$ cat config.mk
export PLATFORM = sky130hd
export DESIGN_NAME = trail_trace_tx
export DESIGN_NICKNAME = d
export VERILOG_FILES = /design/src/trail_trace_tx_pkg.sv /design/src/trail_trace_tx.sv
export VERILOG_INCLUDE_DIRS = /design/src /design/src/src
export SDC_FILE = /design/constraint.sdc
export NUM_CORES = 1
export LEC_CHECK = 0
export BUFFER_PORTS_ARGS = -buffer_cell sky130_fd_sc_hd__buf_2
export CAP_MARGIN = 20
export CORE_AREA = 3 3 126 128
export DETAILED_ROUTE_END_ITERATION = 10
export DIE_AREA = 0 0 129 131
export GPL_TIMING_DRIVEN = 0
export HOLD_SLACK_MARGIN = 0.05
export PLACE_DENSITY_LB_ADDON = 0.12
export SLEW_MARGIN = 15
export SYNTH_ARGS = -nofsm -noshare
export SYNTH_HDL_FRONTEND = slang
export SYNTH_SLANG_ARGS = --single-unit
export TNS_END_PERCENT = 20
$ cat constraint.sdc
create_clock -name I_CLK -period 4.6 [get_ports I_CLK]
set_input_delay 0.46 -clock I_CLK [delete_from_list [all_inputs] [get_ports I_CLK]]
set_output_delay 0.46 -clock I_CLK [all_outputs]
set_load 0.1 [all_outputs]
$ cat src/trail_trace_tx_params.svh
// Constants of the trail trace transmit block: register indices,
// field positions, widths and reset values.
// Assumes it is included by bare name wherever they are needed.
`ifndef TRAIL_TRACE_TX_PARAMS_SVH
`define TRAIL_TRACE_TX_PARAMS_SVH

// Register indices; byte address is four times the index
`define TT_CTRL_IDX        8'he8
`define TT_PTR_IDX         8'hea
`define TT_DATA_IDX        8'hec

// Control field positions
`define TT_ALIGN_DIS_BIT   3
`define TT_IDLE_BIT        2
`define TT_INVERT_BIT      1
`define TT_LSB_FIRST_BIT   0

// Widths
`define TT_CTRL_W          4
`define TT_PTR_W           4
`define TT_BYTE_W          8
`define TT_ID_BYTES        16

// Reset values
`define TT_CTRL_RST        4'h0
`define TT_PTR_RST         4'h0
`define TT_DATA_RST        8'h00

`endif

$ cat src/trail_trace_tx_pkg.sv
// Types shared by the trail trace transmit block.
// Assumes the params header is compiled in the same unit.
`include "trail_trace_tx_params.svh"

package trail_trace_tx_pkg;

    // Field order follows the control register bits 3 down to 0
    typedef struct packed {
        logic align_insert_disable;
        logic send_zero_identifier;
        logic output_invert_enable;
        logic lsb_first_enable;
    } ctrl_type;

    typedef enum logic [1:0] {
        SEL_NONE,
        SEL_CTRL,
        SEL_PTR,
        SEL_DATA
    } reg_sel_type;

endpackage

$ cat src/trail_trace_tx.sv
// Trail trace identifier transmitter: APB register file, 16-byte
// identifier store and a byte stream toward the framer overhead path.
// Assumes an APB master on I_CLK and a framer that takes one byte
// (first transmitted bit in bit 7) per cycle in which it raises ready.
//
// Chosen here: the APB register port.
`timescale 1ns/100ps
`include "trail_trace_tx_params.svh"

// Behaviour
// - Alignment enabled: first sent bit is alignment
// - Alignment disabled: stored bytes sent unmodified
// - Idle set sends zeros, else identifier
// - Inversion set inverts every outgoing bit
// - Reorder off sends bit 7 first
// - Four-bit pointer selects byte, zero first
// - Pointer increments per data port access, wraps to zero
// - Data port reads/writes pointed byte, advances
module trail_trace_tx
    import trail_trace_tx_pkg::*;
#(
    parameter int ADDR_W    = 12,
    parameter int BUF_DEPTH = 2
)
(
    input  wire logic              I_CLK,
    input  wire logic              I_SYS_RST,
    input  wire logic              I_PSEL,
    input  wire logic              I_PENABLE,
    input  wire logic              I_PWRITE,
    input  wire logic [ADDR_W-1:0] I_PADDR,
    input  wire logic [31:0]       I_PWDATA,
    input  wire logic [3:0]        I_PSTRB,
    output logic      [31:0]       O_PRDATA,
    output logic                   O_PREADY,
    output logic                   O_PSLVERR,
    output logic      [7:0]        O_TX_BYTE,
    output logic                   O_TX_VALID,
    input  wire logic              I_TX_READY
);

    localparam int AW = (BUF_DEPTH > 1) ? $clog2(BUF_DEPTH) : 1;
    localparam int CW = $clog2(BUF_DEPTH + 1);

    // The buffer pointers wrap by overflow, so the depth must be 2**n
    if (ADDR_W < 10 || ADDR_W > 32)
        $error("ADDR_W must lie between 10 and 32");
    if (BUF_DEPTH < 2 || (BUF_DEPTH & (BUF_DEPTH - 1)) != 0)
        $error("BUF_DEPTH must be a power of two, at least 2");

    typedef struct packed {
        ctrl_type                                     ctrl;
        logic [`TT_PTR_W-1:0]                         ptr;
        logic [`TT_ID_BYTES-1:0][`TT_BYTE_W-1:0]      mem;
        logic [31:0]                                  rdata;
        logic [`TT_PTR_W-1:0]                         tx_idx;
        logic [BUF_DEPTH-1:0][`TT_BYTE_W-1:0]         fifo;
        logic [AW-1:0]                                wr;
        logic [AW-1:0]                                rd;
        logic [CW-1:0]                                cnt;
    } state_type;

    state_type             s_r;
    state_type             s_nxt;
    reg_sel_type           sel;
    logic                  setup;
    logic                  access;
    logic                  wr_en;
    logic                  push;
    logic                  pop;
    logic [7:0]            push_byte;
    logic [7:0]            cur_byte;

    function automatic logic [ADDR_W-1:0] byte_addr(input logic [7:0] idx);
        byte_addr = ADDR_W'({idx, 2'b00});
    endfunction

    function automatic reg_sel_type decode(input logic [ADDR_W-1:0] a);
        if (a == byte_addr(`TT_CTRL_IDX))
            decode = SEL_CTRL;
        else if (a == byte_addr(`TT_PTR_IDX))
            decode = SEL_PTR;
        else if (a == byte_addr(`TT_DATA_IDX))
            decode = SEL_DATA;
        else
            decode = SEL_NONE;
    endfunction

    function automatic logic [7:0] reverse8(input logic [7:0] b);
        logic [7:0] r;
        r = 8'h00;
        for (int i = 0; i < 8; i++)
            r[i] = b[7 - i];
        reverse8 = r;
    endfunction

    // Bit 7 of the result is the first bit on the line
    function automatic logic [7:0] build_byte(input ctrl_type c,
                                              input logic [7:0] d,
                                              input logic [3:0] idx);
        logic [7:0] b;
        b = c.send_zero_identifier ? 8'h00 : d;
        if (c.lsb_first_enable)
            b = reverse8(b);
        // Alignment marks byte zero so the far end can find the start
        if (!c.align_insert_disable)
            b[7] = (idx == 4'h0);
        if (c.output_invert_enable)
            b = ~b;
        build_byte = b;
    endfunction

    assign sel       = decode(I_PADDR);
    assign setup     = I_PSEL & ~I_PENABLE;
    assign access    = I_PSEL & I_PENABLE;
    assign wr_en     = access & I_PWRITE & I_PSTRB[0];
    assign cur_byte  = s_r.mem[s_r.tx_idx];
    assign push_byte = build_byte(s_r.ctrl, cur_byte, s_r.tx_idx);
    // Producer stalls whenever the buffer is full
    assign push      = (s_r.cnt != CW'(BUF_DEPTH));
    assign pop       = O_TX_VALID & I_TX_READY;

    assign O_PRDATA   = s_r.rdata;
    assign O_PREADY   = 1'b1;
    assign O_PSLVERR  = access & (sel == SEL_NONE);
    assign O_TX_BYTE  = s_r.fifo[s_r.rd];
    assign O_TX_VALID = (s_r.cnt != '0);

    always_comb
    begin
        s_nxt = s_r;
        // Read data is latched in the setup phase so PRDATA is a flop
        if (setup && !I_PWRITE)
        begin
            if (sel == SEL_CTRL)
                s_nxt.rdata = {28'h0, s_r.ctrl};
            else if (sel == SEL_PTR)
                s_nxt.rdata = {28'h0, s_r.ptr};
            else if (sel == SEL_DATA)
                s_nxt.rdata = {24'h0, s_r.mem[s_r.ptr]};
            else
                s_nxt.rdata = 32'h0;
        end
        if (wr_en && sel == SEL_CTRL)
            s_nxt.ctrl = ctrl_type'(I_PWDATA[`TT_CTRL_W-1:0]);
        if (wr_en && sel == SEL_PTR)
            s_nxt.ptr = I_PWDATA[`TT_PTR_W-1:0];
        if (wr_en && sel == SEL_DATA)
            s_nxt.mem[s_r.ptr] = I_PWDATA[7:0];
        // Any completed data port access moves on, byte lanes aside
        if (access && sel == SEL_DATA)
            s_nxt.ptr = s_r.ptr + 4'h1;
        if (push)
        begin
            s_nxt.fifo[s_r.wr] = push_byte;
            s_nxt.wr           = s_r.wr + AW'(1);
            s_nxt.tx_idx       = s_r.tx_idx + 4'h1;
        end
        if (pop)
            s_nxt.rd = s_r.rd + AW'(1);
        s_nxt.cnt = s_r.cnt + CW'(push) - CW'(pop);
    end

    always_ff @(posedge I_CLK)
    begin
        if (I_SYS_RST)
            s_r <= '0;
        else
            s_r <= s_nxt;
    end
endmodule // trail_trace_tx

==> out/metrics.csv <==
metric,value,unit
unrepaired setup endpoints after global routing,false,
Core Box Area,15000,µm²
Internal,2.65,mW
actual slew at the worst max-slew pin,1.01,ns
"Buf+Inv Stages, Crit Path",4,
asr flop ratio synth,0,%
final WL,27300,µm
synth unique cells,57,
Starting DRT DRC Count,890,
sequential share of power,39.5,%
slowest stage cell on the critical path,clkbuf_1,
Startpoint Class,flip-flop,
standard-cell row count,45,
CTS tree,yes,
Pwr Total,3.84,mW
postcts setup bufs,0,
critical path cell sequence,"buf_2, buf_1, clkbuf_1, inv_1, ha_1, nand4_2, mux2i_1, nor2_1",
drt pass-1 iters,6,
routed vias/inst,6.58,
kind of end point of the critical path,flip-flop,
Worst EP required,4.89,ns
DRC,0,
share of layout cells above drive strength 1,23.8,%
area delta synth->final,11.8,%
die area,16900,µm²
total CTS buffers,17,
Port Buffer Count,38,
syn_area_per_cell,11.1,µm²
H-tree levels,4,
initial antenna violation count,0,
Root Driver,clkbuf_16,
Boundary Pins,97,
Post-DRT Antenna Nets,0,
power per standard cell area,364,nW/µm²
Post-synth EDFFs,0,
global placer's final weighted congestion,1.02,
Final setup viols,0,
max-slew violation count,0,
NetSw,1.20,mW
Synth top area share,35.6,%
Die Y,131,µm
"CP delay by family, top",buffers and inverters,
clock insertion delay at the later pin of the skew report,0.44,ns
synth warn,0,
"FF+latch count, synth",168,
final std cells w/o fill,1131,
Die X,129,µm
Comb pwr share,22.2,%
hold-fix buffer count after cts,0,
Starting Density,63.0,%
worst hold path class,in -> reg,
pin count of the biggest net entering global routing,17,
clk sinks,168,
vias in the first global route,7107,
Synth Cell Area,9440,µm²
Worst slew margin,31.9,%
Syn Inst Count,850,
post_cts resized,0,
Max-cap violations,0,
Sw Ratio,31.1,%
VDD IR max,0.287,mV
Tcrit/Tclk final,75.1,%
gr usage total,32.6,%
drt wl/cell,24.1,µm
setup_tns,0,ns
Crit path largest cell delay,0.83,ns
Cells after DPL,1099,
Final HPWL DP,19500,µm
Layout Skew,0.0113,ns
final hold vios,0,
CP Max Fanout,10,
Setup Crit Path Kind,reg -> reg,
clk slew on worst S/H paths,0.06,ns
Final Critical Period,3.46,ns
first-pass GRT wire length,40800,µm
Longest Clk Path Bufs,2,
fin nets,992,
grt ovf,0,
status,"complete, no violations",
synth top area cells,"dfxtp_1 36%, mux4_2 16%, mux2i_1 16%, nor2_1 6.2%, mux4_1 3.3%",
hold slack,0.381,ns
clock power share,38.4,%
DP Area,9950,µm²
design area,10600,µm²
leading area contributor after synthesis,dfxtp_1,
antenna cell count,0,
"Seq/Total Area, Yosys",35.6,%
Critical Path AT,3.75,ns
dominant register cell in the synthesized netlist,dfxtp_1,
P_leak,4.92,nW
vias,7446,
fmax,289,MHz
final timing paths:
| check | startpoint | end | slack [ns] | depth (start not counted) |
|---|---|---|---|---|
| setup reg to reg | s_r[185] | s_r[102] | 1.14 | 8 |
| hold / removal | I_PWDATA[4] | s_r[116] | 0.38 | 3 |
| hold reg to reg | s_r[4] | s_r[4] | 0.50 | 2 |
| setup / recovery | s_r[185] | s_r[102] | 1.14 | 8 |
synth_stat cells (3+ instances only):
cell type  instances
or3_1              6
nor4_1             3
mux4_1            12
nand4_2            4
clkbuf_1          47
buf_4             36
a22oi_1            9
nand2_1           20
o211ai_1          10
nor2b_1            6
mux2i_1          148
a21oi_1           14
dfxtp_1          168
a211oi_1           4
or3b_2             4
and2_1             4
buf_1              3
nand3_1            3
mux2_2             8
inv_1              6
xnor2_1            3
nand2b_1           4
nor3_1             5
ha_1               8
nand4_4           10
xor2_1             3
o21ai_0            8
nand3b_1          16
buf_2              9
mux4_2            69
nand4_1            4
nor2_1           156
o22ai_1            4
cells by family (layout without fill, tap and decap cells):
group / after synthesis / count (layout) / synth area share (%)
other: 2 / 25 / 0.0796
adders and majority gates: 8 / 8 / 1.06
DFF: 168 / 168 / 35.6
buffers and inverters: 107 / 177 / 6.31
muxes: 237 / 237 / 36.5
AOI/OAI and AO/OA: 65 / 65 / 4.93
xor gates and xnor gates: 6 / 6 / 0.557
and+or+nand+nor: 257 / 257 / 15.0
stage by stage:
stage                     utilization [%]  setup slack (ns)
after global placement               66.4              1.41
after CTS                            70.5              1.28
after global routing                 70.5              1.03
after detailed placement             66.4              1.35
final                                70.5              1.14
after floorplan                         -              1.72
worst reg2reg max path, cell delays in order, from the launching register on:
cell	delay [ns]
dfxtp_1	0.39
buf_2	0.28
buf_1	0.56
clkbuf_1	0.83
inv_1	0.16
ha_1	0.37
nand4_2	0.38
mux2i_1	0.29
nor2_1	0.07
final cells by class:
| type | count | area (µm²) |
|---|---|---|
| flip-flops and latches | 168 | 3360 |
| inverters | 8 | 30.0 |
| well taps | 188 | 235 |
| multi-input cells | 598 | 5570 |
| clock inverters | 11 | 145 |
| plain buffers | 99 | 566 |
| fillers | 1058 | 4420 |
| clock buffers | 21 | 460 |
| repair buffers | 38 | 190 |
state kept, by name, summed over array words and instances (netlist names):
signal / count
O_PRDATA: 8
s_r: 160
routing by layer:
layer  part of all wire [%]  routed length (µm)  GRT usage (%)
met5                      0                   0              0
met4                    4.8                1310           16.1
met3                    9.4                2580           7.15
met2                     48               13000           52.9
met1                     38               10400           41.7
placed cells by master, fill, tap and decap left out, drive strengths merged, types with 2 or more instances in the layout:
master and instances:
o2bb2ai 4, nand2 20, mux2 8, nand2b 4, nor2b 6, or2 2, a22o 2, dfxtp 168
nor3 5, mux2i 148, nand4 18, buf 90, a22oi 11, clkbuf 68, a31o 2, xor2 3
a211oi 4, xnor2 3, and2 4, ha 8, inv 8, clkinvlp 3, o21ai 8, nand3b 16
bufinv 3, nand4bb 2, mux4 81, o211ai 10, or3b 4, a311oi 2, a21oi 14, conb 25
or3 6, nor2 157, clkinv 5, o22ai 4, nor4 5, nand3 3
power by group through the flow:
stage | clock network (mW) | registers [mW] | logic, mW
detailed placement | 0 | 1.55 | 0.842
finish | 1.48 | 1.52 | 0.852
CTS | 1.48 | 1.52 | 0.845
global placement | 0 | 1.55 | 0.832
floorplan | 0 | 1.54 | 0.665
global route | 1.54 | 1.52 | 0.897
(Power assumes the default switching activity.)
